**config.mk**
```make
export PLATFORM = sky130hd
export DESIGN_NAME = root_hub_status_register
export DESIGN_NICKNAME = d
export VERILOG_FILES = /design/src/verilog/rh_status_pkg.sv /design/src/verilog/root_hub_status_register.sv
export SDC_FILE = /design/constraint.sdc
export NUM_CORES = 1
export LEC_CHECK = 0
export BUFFER_PORTS_ARGS = -buffer_cell sky130_fd_sc_hd__clkbuf_2
export CAP_MARGIN = 15
export CORE_UTILIZATION = 25
export CTS_CLUSTER_SIZE = 28
export DETAILED_ROUTE_END_ITERATION = 12
export GPL_TIMING_DRIVEN = 0
export HOLD_SLACK_MARGIN = 0.08
export PLACE_DENSITY = 0.72
export SETUP_SLACK_MARGIN = 0.2
export SLEW_MARGIN = 20
export SYNTH_ARGS = -nofsm -noshare
export SYNTH_HDL_FRONTEND = slang
export SYNTH_SLANG_ARGS = --single-unit
export TNS_END_PERCENT = 100
```
**constraint.sdc**
```tcl
create_clock -name i_clk -period 0.8 [get_ports i_clk]
set_input_delay 0.04 -clock i_clk [delete_from_list [all_inputs] [get_ports i_clk]]
set_output_delay 0.04 -clock i_clk [all_outputs]
set_load 0.05 [all_outputs]
```
**src/verilog/rh_status_pkg.sv**
```systemverilog
/*
 * Package for the root hub status register block: command codes, bit
 * positions, reset values and the hub state encoding.
 * Assumes a single controller clock domain and no external bus.
 */
package rh_status_pkg;
  localparam logic [7:0] CMD_READ = 8'h14;
  localparam logic [7:0] CMD_WRITE = 8'h94;
  localparam int BIT_WAKE_CLR = 31;
  localparam int BIT_OC_CHANGE = 17;
  localparam int BIT_PWR_ON = 16;
  localparam int BIT_WAKE_EN = 15;
  localparam int BIT_OC = 1;
  localparam int BIT_PWR_OFF = 0;
  localparam int NUM_PORTS = 2;
  localparam logic [31:0] STATUS_RESET = 32'h00000000;
  localparam logic [NUM_PORTS-1:0] PORT_PWR_RESET = 2'h0;
  typedef enum logic [1:0] {
    HUB_OPERATIONAL,
    HUB_SUSPENDED,
    HUB_RESUMING
  } hub_state_t;
endpackage : rh_status_pkg

```
**src/verilog/root_hub_status_register.sv**
```systemverilog
/*
 * Root hub status register: hub-wide status, change flags, global power
 * command strobes and remote wakeup control, reached by command codes.
 * Assumes command inputs synchronous to i_clk and valid for one cycle;
 * per-port registers live elsewhere and feed mask, mode and connect change.
 */
// Summary of operation
// - Command 14h reads the register, command 94h writes it.
// - Low half holds hub status, high half holds matching change flags.
// - Writing one to bit 31 clears remote wake enable; zero does nothing.
// - Overcurrent change flag bit 17 sets whenever the overcurrent bit changes.
// - Writing one clears overcurrent change flag; zero has no effect.
// - Bits 16 and 0 always read zero.
// - Global mode: one to bit 16 powers all ports on.
// - Per-port mode: bit 16 powers on only unmasked ports.
// - Global mode: one to bit 0 powers all ports off.
// - Per-port mode: bit 0 powers off only unmasked ports.
// - With wake enabled, connect change resumes a suspended hub and interrupts.
// - With wake disabled, connect change is no wakeup event.
// - Writing one to bit 15 sets remote wake enable; zero does nothing.
// - Global reporting: bit 1 shows overcurrent present.
// - Per-port overcurrent protection holds bit 1 at zero.
// - Per-port mode: set mask bit keeps a port out of global power commands; global mode ignores the mask.
`timescale 1ns/1ps
module root_hub_status_register (
  // Clock and reset.
  input wire logic i_clk,
  input wire logic i_nrst,
  // Command port.
  input wire logic i_cmd_valid,
  input wire logic [7:0] i_cmd_code,
  input wire logic [31:0] i_wr_data,
  // Hub environment.
  input wire logic i_per_port_switching_select,
  input wire logic i_per_port_oc_select,
  input wire logic [rh_status_pkg::NUM_PORTS-1:0] i_port_power_ctl_mask,
  input wire logic i_overcurrent,
  input wire logic i_attach_change_flag,
  input wire logic i_suspend_req,
  input wire logic i_resume_done,
  // Read data and hub outputs.
  output logic [31:0] o_rd_data,
  output logic o_rd_valid,
  output logic [rh_status_pkg::NUM_PORTS-1:0] o_port_powered_flag,
  output logic o_resume_seen_interrupt,
  output logic [1:0] o_hub_state
);
  logic rst_sync1_reg;
  logic rst_sync2_reg;
  logic wake_en_reg;
  logic oc_reg;
  logic oc_next;
  logic oc_chg_reg;
  logic [rh_status_pkg::NUM_PORTS-1:0] pwr_reg;
  logic [rh_status_pkg::NUM_PORTS-1:0] pwr_sel;
  logic [31:0] status_word;
  logic wr_en;
  logic rd_en;
  logic wake_event;
  rh_status_pkg::hub_state_t state_reg;

  // Reset release is synchronised so all flops behind the synchroniser leave reset on one edge.
  always_ff @(posedge i_clk or negedge i_nrst)
  begin
    if (!i_nrst)
    begin
      rst_sync1_reg <= 1'b0;
      rst_sync2_reg <= 1'b0;
    end
    else
    begin
      rst_sync1_reg <= 1'b1;
      rst_sync2_reg <= rst_sync1_reg;
    end
  end

  // Command decode.
  assign rd_en = i_cmd_valid && (i_cmd_code == rh_status_pkg::CMD_READ);
  assign wr_en = i_cmd_valid && (i_cmd_code == rh_status_pkg::CMD_WRITE);

  // Overcurrent indication is forced low when reporting is per port.
  assign oc_next = i_overcurrent && !i_per_port_oc_select;

  // Ports steered by global commands: all in global mode, unmasked in per-port.
  assign pwr_sel = i_per_port_switching_select ? ~i_port_power_ctl_mask
                                               : {rh_status_pkg::NUM_PORTS{1'b1}};

  // Wakeup needs the enable flag and a suspended hub.
  assign wake_event = i_attach_change_flag && wake_en_reg
                      && (state_reg == rh_status_pkg::HUB_SUSPENDED);

  // Read image: strobes and local power bits read as zero, reserved as zero.
  always_comb
  begin
    status_word = rh_status_pkg::STATUS_RESET;
    status_word[rh_status_pkg::BIT_OC_CHANGE] = oc_chg_reg;
    status_word[rh_status_pkg::BIT_WAKE_EN] = wake_en_reg;
    status_word[rh_status_pkg::BIT_OC] = oc_reg;
  end

  // Remote wake enable: set by bit 15, cleared by bit 31; clear wins if both.
  always_ff @(posedge i_clk or negedge rst_sync2_reg)
  begin
    if (!rst_sync2_reg)
      wake_en_reg <= 1'b0;
    else if (wr_en && i_wr_data[rh_status_pkg::BIT_WAKE_CLR])
      wake_en_reg <= 1'b0;
    else if (wr_en && i_wr_data[rh_status_pkg::BIT_WAKE_EN])
      wake_en_reg <= 1'b1;
  end

  // Overcurrent level and its sticky change flag; a new change beats the clear.
  always_ff @(posedge i_clk or negedge rst_sync2_reg)
  begin
    if (!rst_sync2_reg)
    begin
      oc_reg <= 1'b0;
      oc_chg_reg <= 1'b0;
    end
    else
    begin
      oc_reg <= oc_next;
      if (oc_next != oc_reg)
        oc_chg_reg <= 1'b1;
      else if (wr_en && i_wr_data[rh_status_pkg::BIT_OC_CHANGE])
        oc_chg_reg <= 1'b0;
    end
  end

  // Port power: write strobes act once; off wins if both bits are written.
  always_ff @(posedge i_clk or negedge rst_sync2_reg)
  begin
    if (!rst_sync2_reg)
      pwr_reg <= rh_status_pkg::PORT_PWR_RESET;
    else if (wr_en && i_wr_data[rh_status_pkg::BIT_PWR_OFF])
      pwr_reg <= pwr_reg & ~pwr_sel;
    else if (wr_en && i_wr_data[rh_status_pkg::BIT_PWR_ON])
      pwr_reg <= pwr_reg | pwr_sel;
  end

  // Hub state: suspend on request, resume on wake event, back when done.
  always_ff @(posedge i_clk or negedge rst_sync2_reg)
  begin
    if (!rst_sync2_reg)
    begin
      state_reg <= rh_status_pkg::HUB_OPERATIONAL;
      o_resume_seen_interrupt <= 1'b0;
    end
    else
    begin
      o_resume_seen_interrupt <= wake_event;
      case (state_reg)
        rh_status_pkg::HUB_OPERATIONAL:
          if (i_suspend_req)
            state_reg <= rh_status_pkg::HUB_SUSPENDED;
        rh_status_pkg::HUB_SUSPENDED:
          if (wake_event)
            state_reg <= rh_status_pkg::HUB_RESUMING;
        rh_status_pkg::HUB_RESUMING:
          if (i_resume_done)
            state_reg <= rh_status_pkg::HUB_OPERATIONAL;
        default:
          state_reg <= rh_status_pkg::HUB_OPERATIONAL;
      endcase
    end
  end

  // Read answer registered one cycle after the read command.
  always_ff @(posedge i_clk or negedge rst_sync2_reg)
  begin
    if (!rst_sync2_reg)
    begin
      o_rd_data <= rh_status_pkg::STATUS_RESET;
      o_rd_valid <= 1'b0;
    end
    else
    begin
      o_rd_valid <= rd_en;
      if (rd_en)
        o_rd_data <= status_word;
    end
  end

  // Outputs are the flops themselves, so no logic sits after the last register.
  assign o_port_powered_flag = pwr_reg;
  assign o_hub_state = state_reg;

  // Assertions.
  property p_rd_answer;
    @(posedge i_clk) disable iff (!rst_sync2_reg)
    rd_en |=> o_rd_valid && (o_rd_data == $past(status_word));
  endproperty
  a_rd_answer: assert property (p_rd_answer) else $error("read answer wrong");

  property p_zero_bits;
    @(posedge i_clk) disable iff (!rst_sync2_reg)
    o_rd_valid |-> (o_rd_data[31:18] == 14'h0000) && (o_rd_data[14:2] == 13'h0000)
      && !o_rd_data[rh_status_pkg::BIT_PWR_ON] && !o_rd_data[rh_status_pkg::BIT_PWR_OFF];
  endproperty
  a_zero_bits: assert property (p_zero_bits) else $error("zero bits read one");

  property p_wake_clr;
    @(posedge i_clk) disable iff (!rst_sync2_reg)
    wr_en && i_wr_data[rh_status_pkg::BIT_WAKE_CLR] |=> !wake_en_reg;
  endproperty
  a_wake_clr: assert property (p_wake_clr) else $error("wake not cleared");

  property p_wake_set;
    @(posedge i_clk) disable iff (!rst_sync2_reg)
    wr_en && i_wr_data[rh_status_pkg::BIT_WAKE_EN] && !i_wr_data[rh_status_pkg::BIT_WAKE_CLR]
      |=> wake_en_reg;
  endproperty
  a_wake_set: assert property (p_wake_set) else $error("wake not set");

  property p_oc_change;
    @(posedge i_clk) disable iff (!rst_sync2_reg)
    (oc_next != oc_reg) |=> oc_chg_reg;
  endproperty
  a_oc_change: assert property (p_oc_change) else $error("oc change missed");

  property p_oc_perport;
    @(posedge i_clk) disable iff (!rst_sync2_reg)
    i_per_port_oc_select |=> !oc_reg;
  endproperty
  a_oc_perport: assert property (p_oc_perport) else $error("oc not held low");

  property p_pwr_on;
    @(posedge i_clk) disable iff (!rst_sync2_reg)
    wr_en && i_wr_data[rh_status_pkg::BIT_PWR_ON] && !i_wr_data[rh_status_pkg::BIT_PWR_OFF]
      |=> ((pwr_reg & $past(pwr_sel)) == $past(pwr_sel));
  endproperty
  a_pwr_on: assert property (p_pwr_on) else $error("power on failed");

  property p_pwr_masked;
    @(posedge i_clk) disable iff (!rst_sync2_reg)
    wr_en && i_per_port_switching_select |=>
      ((pwr_reg & $past(i_port_power_ctl_mask)) == ($past(pwr_reg) & $past(i_port_power_ctl_mask)));
  endproperty
  a_pwr_masked: assert property (p_pwr_masked) else $error("masked port changed");

  property p_no_wake;
    @(posedge i_clk) disable iff (!rst_sync2_reg)
    !wake_en_reg |=> !o_resume_seen_interrupt;
  endproperty
  a_no_wake: assert property (p_no_wake) else $error("wake while disabled");

  // Read data must hold and the valid pulse stay low between reads.
  property p_rd_quiet;
    @(posedge i_clk) disable iff (!rst_sync2_reg)
    !rd_en |=> !o_rd_valid && (o_rd_data == $past(o_rd_data));
  endproperty
  a_rd_quiet: assert property (p_rd_quiet) else $error("read data moved");

  // Zeros in both wake bits leave the wake flag alone.
  property p_wake_hold;
    @(posedge i_clk) disable iff (!rst_sync2_reg)
    !(wr_en && (i_wr_data[rh_status_pkg::BIT_WAKE_CLR]
      || i_wr_data[rh_status_pkg::BIT_WAKE_EN])) |=> (wake_en_reg == $past(wake_en_reg));
  endproperty
  a_wake_hold: assert property (p_wake_hold) else $error("wake moved");

  // A clear only loses to a change that lands in the same cycle.
  property p_oc_clear;
    @(posedge i_clk) disable iff (!rst_sync2_reg)
    wr_en && i_wr_data[rh_status_pkg::BIT_OC_CHANGE] && (oc_next == oc_reg) |=> !oc_chg_reg;
  endproperty
  a_oc_clear: assert property (p_oc_clear) else $error("oc change not cleared");

  property p_oc_hold;
    @(posedge i_clk) disable iff (!rst_sync2_reg)
    oc_chg_reg && !(wr_en && i_wr_data[rh_status_pkg::BIT_OC_CHANGE]) |=> oc_chg_reg;
  endproperty
  a_oc_hold: assert property (p_oc_hold) else $error("oc change lost");

  // With global reporting the status bit follows the overcurrent input.
  property p_oc_level;
    @(posedge i_clk) disable iff (!rst_sync2_reg)
    !i_per_port_oc_select |=> (oc_reg == $past(i_overcurrent));
  endproperty
  a_oc_level: assert property (p_oc_level) else $error("oc level wrong");

  // In global mode, power-off commands reach every port regardless of the mask.
  property p_pwr_off;
    @(posedge i_clk) disable iff (!rst_sync2_reg)
    wr_en && !i_per_port_switching_select && i_wr_data[rh_status_pkg::BIT_PWR_OFF]
      |=> (pwr_reg == '0);
  endproperty
  a_pwr_off: assert property (p_pwr_off) else $error("power off failed");

  // Per-port mode: unmasked ports follow the command, masked ports are checked above.
  property p_pwr_on_pp;
    @(posedge i_clk) disable iff (!rst_sync2_reg)
    wr_en && i_per_port_switching_select && i_wr_data[rh_status_pkg::BIT_PWR_ON]
      && !i_wr_data[rh_status_pkg::BIT_PWR_OFF]
      |=> ((pwr_reg | $past(i_port_power_ctl_mask)) == {rh_status_pkg::NUM_PORTS{1'b1}});
  endproperty
  a_pwr_on_pp: assert property (p_pwr_on_pp) else $error("per-port on failed");

  property p_pwr_off_pp;
    @(posedge i_clk) disable iff (!rst_sync2_reg)
    wr_en && i_per_port_switching_select && i_wr_data[rh_status_pkg::BIT_PWR_OFF]
      |=> ((pwr_reg & ~$past(i_port_power_ctl_mask)) == '0);
  endproperty
  a_pwr_off_pp: assert property (p_pwr_off_pp) else $error("port off failed");

  // Power strobes are not stored, so without one the port power must hold.
  property p_pwr_hold;
    @(posedge i_clk) disable iff (!rst_sync2_reg)
    !(wr_en && (i_wr_data[rh_status_pkg::BIT_PWR_ON]
      || i_wr_data[rh_status_pkg::BIT_PWR_OFF])) |=> (pwr_reg == $past(pwr_reg));
  endproperty
  a_pwr_hold: assert property (p_pwr_hold) else $error("power moved");

  // An enabled wake event must both interrupt and start the resume.
  property p_wake_resume;
    @(posedge i_clk) disable iff (!rst_sync2_reg)
    wake_event |=> o_resume_seen_interrupt && (state_reg == rh_status_pkg::HUB_RESUMING);
  endproperty
  a_wake_resume: assert property (p_wake_resume) else $error("no resume");

  property p_no_wake_state;
    @(posedge i_clk) disable iff (!rst_sync2_reg)
    (state_reg == rh_status_pkg::HUB_SUSPENDED) && !wake_en_reg
      |=> (state_reg == rh_status_pkg::HUB_SUSPENDED);
  endproperty
  a_no_wake_state: assert property (p_no_wake_state) else $error("left suspend");
endmodule : root_hub_status_register

```
; ---- Yosys cells after proc, flatten, opt, wreduce, memory -nomap -nowiden
; Cells that the tools add are included.
[op_classes]
addsub = 0
multipliers = 0
n_div = 0
n_lt_le_gt_ge = 0
eq_ne = 8
n_shift = 0
n_mux = 11
n_bitwise = 4
n_reduce_logical = 16
[op_table]
columns = cell, count
row1 = 2-to-1 mux 2 bit, 6
row2 = logical AND 1 bit, 10
row3 = equality test 8 x 5 -> 1 bit (second input constant), 1
row4 = equality test 8 bit (second input constant), 1
row5 = != test 2 bit (second input constant), 3
row6 = one-hot mux 2 bit (3 select lines), 1
row7 = nonzero test 2 bit, 3
row8 = 2-to-1 mux 1 bit, 4
row9 = inverter 2 bit, 2
row10 = AND reduction 3 bit, 1
row11 = bitwise AND 2 bit, 1
row12 = equality test 2 x 1 -> 1 bit (second input constant), 1
row13 = equality test 2 bit (second input constant), 1
row14 = zero test 2 bit, 1
row15 = OR 2 bit, 1
row16 = zero test 1 bit, 1
row17 = != test 1 bit, 1
[word_totals]
regBits = 14
latch_bits = 0
mem_bits_rw = 0
mem_bits_ro = 0
out_inout_bits = 38
word_cells = 49
memories = 0

; ---- Depth between registers and ports, before layout
[depth]
word_depth = 5
ltp_mapped = 3
ltp_nobuf = 3

; ---- Worst setup path after synthesis
; Ideal clock, no wire load.
[synth_path]
path_type = register to register
from = reg state_reg[1], in the netlist o_hub_state[1]
to = reg state_reg[1], in the netlist o_hub_state[1]
setup_ps = 127
t_arrival_ps = 1156
t_required_ps = 673
slack_ps = -483
path_stages_with_launch = 3
path_buffers = 0
synth_period_minus_slack_ps = 1283
cell_sequence = dfrtp_1 > and4b_1 > or2_2
[synth_via]
elab_chain_cells = 4
word_cells_on_any_way = 9
[synth_rtl]
columns = element, line_no
row1 = "start, declared", root_hub_status_register.sv:60  ; rh_status_pkg::hub_state_t state_reg;
row2 = "start signal, assigned", root_hub_status_register.sv:146  ; state_reg <= rh_status_pkg::HUB_OPERATIONAL;
row3 = "start signal, assigned", root_hub_status_register.sv:155  ; state_reg <= rh_status_pkg::HUB_SUSPENDED;
row4 = "start signal, assigned", root_hub_status_register.sv:158  ; state_reg <= rh_status_pkg::HUB_RESUMING;
row5 = equality test 2 x 1 -> 1 bit, root_hub_status_register.sv:90  ; && (state_reg == rh_status_pkg::HUB_SUSPENDED);
row6 = logical AND 1 bit, root_hub_status_register.sv:90
row7 = named net wake_event, root_hub_status_register.sv:59  ; logic wake_event;
row8 = != test 2 bit (no source line), --
row9 = AND reduction 3 bit (no source line), --
; The timed path passes the listed nets, and every way through them passes these cells.
; A chain may end at the register's enable or synchronous reset.

; ---- Worst setup path in the final report
[layout_path]
from = in i_cmd_code[1]
to = reg o_rd_data[1]
[layout_via]
elab_chain_cells = 2
[layout_rtl]
columns = element, line_no
row1 = "start, declared", root_hub_status_register.sv:31  ; input wire logic [7:0] i_cmd_code,
row2 = equality test 8 x 5 -> 1 bit, root_hub_status_register.sv:78  ; assign rd_en = i_cmd_valid && (i_cmd_code == rh_status_pkg::CMD_READ);
row3 = logical AND 1 bit, root_hub_status_register.sv:78
row4 = named net rd_en, root_hub_status_register.sv:58  ; logic rd_en;
row5 = "end signal, assigned", root_hub_status_register.sv:173  ; o_rd_data <= rh_status_pkg::STATUS_RESET;
row6 = "end signal, assigned", root_hub_status_register.sv:180  ; o_rd_data <= status_word;
row7 = "end, declared", root_hub_status_register.sv:42  ; output logic [31:0] o_rd_data,
; The timed path passes the listed nets, and every way through them passes these cells.

==> results.cfg <==
[finish]
fraction_of_layout_instances_using_a_drive_strength_above_1 = 0.640
synthesis_to_finish_area_growth_pct = 82.1
layout.area.seq_sq_um = 358
post_layout_nonfiller_instances = 194
multi_input_comb_area_sq_um = 437
layout.filler_cells = 312
design.final.nets = 202
insertedDiodeCount = 0

[detailed_routing]
drt_pre_antenna_iters = 3
first_iter_violations = 8
via_count = 691
drc = 0
route.detailed.vias_per_inst = 3.56
drt.antenna.violating_nets = 0
wire_per_inst_um = 9.48
postRouteWirelength_mm = 1.84

[critical_path]
critPathLaunchType = input port
critical_path_required_ns = 0.96
reg2reg_from = o_hub_state[0]
cp_num_cells = 4
reg2reg_setup_slack_ns = -0.18
critical_path.endpoint = o_rd_data[1]
critical_path.n_buffers_inverters = 1
largest_driver_fanout_on_the_critical_path = 4
critical_path.endpoint_type = flip-flop
cpLargestDelayFamily = simple AND/OR/NAND/NOR gates
slowest_delay_ns = 0.56
timing_worst_setup_path_type = input port to flip-flop
crit_path_start = i_cmd_code[1]
length_in_cells_of_the_worst_reg_to_reg_path = 2
crit_arrival_ns = 1.28
timing.rr.end = o_hub_state[1]
cp_slowest_cell = sky130_fd_sc_hd__or4b_4
timing.critical_path.cells = buf_8 -> or4b_4 -> nor3_4 -> mux2_2

[yosys]
library_cell_with_the_largest_summed_area_after_synthesis = sky130_fd_sc_hd__dfrtp_1
ys_async_sr_fraction = 1.00
synth_common_cells = sky130_fd_sc_hd__buf_4 (29), sky130_fd_sc_hd__dfrtp_1 (14), sky130_fd_sc_hd__nand2_1 (4)
post_synth.cell_area_avg_sq_um = 11.2
synth_compound_area_frac = 0.0736
post_synth_and_or_nand_nor_area_fraction = 0.169
synthAdderAreaFrac = 0
synth_top_family_by_area = buffers and inverters
ys_warn_count = 0
yosys-mux-area-fraction = 0.0414
synth_cell_type_count = 23
yosysMostFrequentCell = sky130_fd_sc_hd__buf_4
synth_flop_cell = sky130_fd_sc_hd__dfrtp_1
synth_edf_count = 0
synth-seq-area-share = 0.429
netlist_instances = 73
post_synth_xor_area_fraction = 0.0107
synth_top_cell_area_share = 0.429
ffs_latches_synth = 14
post_synth_main_area_contributors = sky130_fd_sc_hd__dfrtp_1 (43%), sky130_fd_sc_hd__buf_4 (27%), sky130_fd_sc_hd__mux2_2 (4.1%)
mappedNetlistArea_sq_um = 816

[grt]
globalRoute.totalOverflow = 0
track_usage = 0.108
pin_count_of_the_biggest_net_entering_global_routing = 13
number_of_global_route_vias_before_repair = 639
grt_first_pass_wirelength_mm = 2.77
grt_antenna_before_repair = 0

[timing]
final.period_utilization = 1.39
worst_clock_skew_ns = 0.00545
final.setup.tns_ns = -2.49
worst_slew_pin_slew_ns = 0.514
timing.final.max_slew_violations = 0
timing.slew.headroom = 0.657
max_freq_ghz = 0.897
endpoints_failing_hold = 4
layout_setup_ws_ns = -0.315
rsz0062_at_grt = yes
timing.hold.ws_ns = -0.0629
final_period_minus_worst_setup_slack_ns = 1.12
finalSetupViolations = 20

[placed_design]
placedCellCount = 177
globalplace.congestion = 0.685
io_buffers = 32
dp.final_hpwl_mm = 1.29

[die]
ioPinCount = 89
core_area_sq_um = 3080
starting_density = 0.265
die_h_um = 59.1
die_w_um = 59.1
num_rows = 20
fp.dieArea_sq_um = 3500

[power]
worst_ir_drop_vdd_mv = 0.980
power.leakage_nw = 0.780
powerDensity_nw_per_um2 = 1310

[flow_run]
maxCapViolations = 0

[clock_network]
clock_sink_count = 14
cts-hold-fix-buffers = 2
cts_tree = done
cts_buffer_depth = 2
worst_skew_pair.late_latency_ns = 0.28
cts.clk_slew.worst_paths_ns = 0.08
cts_max_level = 1
cts.root.buffer_cell = sky130_fd_sc_hd__clkbuf_4
cts_inserted_buffers = 3

[min_path]
min_path_type = input port to flip-flop
holdCritStartpoint = i_per_port_oc_select

[outcome]
run_status = finished, violations left
violations = negative hold slack, negative setup slack
## layer usage
metal	vias up	track usage	share of wire	wire length (um)
met1	309	0.101	0.36	654
met2	33	0.224	0.58	1080
li1	349	-	-	-
met5	-	0	0	0
met3	0	0.0459	0.059	109
met4	0	0	0	0
## worst min path at each step
stage	slack [ns]	cells after the start	endpoint
final	-0.06	2	oc_reg
after CTS	-0.07	2	oc_reg
after floorplan	-0.26	0	rst_sync1_reg
after detailed placement	-0.17	1	rst_sync1_reg
after global placement	-0.17	1	rst_sync1_reg
after global routing	-0.06	2	oc_reg
## power by group
part           switching (W)  internal [W]  total [W]  leakage, nW
combinational       0.000467      0.000282   0.000750        0.594
clock               0.000221      0.000193   0.000414       0.0150
sequential         0.0000384      0.000737   0.000775        0.170
total               0.000727       0.00121    0.00194        0.780
## cells in the final DEF, fill, tap and decap left out
cell                            synthesis  final
sky130_fd_sc_hd__a31oi_1                2      2
sky130_fd_sc_hd__buf_8                  0     10
sky130_fd_sc_hd__mux2_2                 3      2
sky130_fd_sc_hd__and2_1                 1      1
sky130_fd_sc_hd__buf_4                 29     34
sky130_fd_sc_hd__xnor2_1                1      1
sky130_fd_sc_hd__nor4b_4                0      1
sky130_fd_sc_hd__nor2b_1                1      1
sky130_fd_sc_hd__nor2_1                 1      1
sky130_fd_sc_hd__nand4bb_4              1      1
sky130_fd_sc_hd__o31ai_4                0      1
sky130_fd_sc_hd__and3_1                 1      1
sky130_fd_sc_hd__dfrtp_2                0      6
sky130_fd_sc_hd__mux2_4                 0      1
sky130_fd_sc_hd__a41oi_2                0      3
sky130_fd_sc_hd__nand2_1                4      4
sky130_fd_sc_hd__or4b_4                 1      1
sky130_fd_sc_hd__and4b_1                1      1
sky130_fd_sc_hd__conb_1                 2     30
sky130_fd_sc_hd__nor3b_2                0      1
sky130_fd_sc_hd__buf_6                  0      7
sky130_fd_sc_hd__nor3_4                 1      1
sky130_fd_sc_hd__nor4bb_4               0      1
sky130_fd_sc_hd__or2_4                  0      1
sky130_fd_sc_hd__a311oi_2               0      1
sky130_fd_sc_hd__clkbuf_2               0     21
sky130_fd_sc_hd__dfrtp_1               14      8
sky130_fd_sc_hd__dlygate4sd3_1          0      2
sky130_fd_sc_hd__clkbuf_1               0      1
sky130_fd_sc_hd__clkbuf_4               0      3
sky130_fd_sc_hd__a21oi_1                1      1
## kinds of logic (layout without fill, tap and decap cells)
| logic type | Yosys count | after routing |
|---|---|---|
| AOI/OAI and AO/OA | 8 | 8 |
| muxes | 3 | 3 |
| and+or+nand+nor | 16 | 16 |
| buffers and inverters | 29 | 78 |
| xor gates and xnor gates | 1 | 1 |
| other | 2 | 30 |
| DFF | 14 | 14 |
## per-stage QoR
step	power, W	instance area, sq um	util	setup slack [ns]
after CTS	0.00191	1420	0.460	-0.326
after floorplan	0.00130	973	-	-0.422
after global routing	0.00205	1490	0.483	-0.335
after global placement	0.00141	1190	0.386	-0.618
after detailed placement	0.00141	1190	0.386	-0.624
final	0.00194	1490	0.483	-0.315
## layout make-up
class	instances	area share
well taps	44	0.0371
flip-flops and latches	14	0.241
repair buffers	45	0.264
plain buffers	29	0.147
multi-input cells	58	0.294
clock buffers	4	0.0177
## what timing repair did
item | in CTS | in global routing
setup buffers | 7 | 4
gates resized for setup | 28 | 17
pin swaps | 5 | 2
setup endpoints to repair | 20 | 32
endpoints found under the hold margin | 9 | 5
## worst reg2reg max path: stages, from the launching register on
cell,delay [ns]
sky130_fd_sc_hd__dfrtp_2,0.45
sky130_fd_sc_hd__and4b_1,0.21
sky130_fd_sc_hd__or2_4,0.22
No activity file was read; power rests on OpenSTA's default activity.
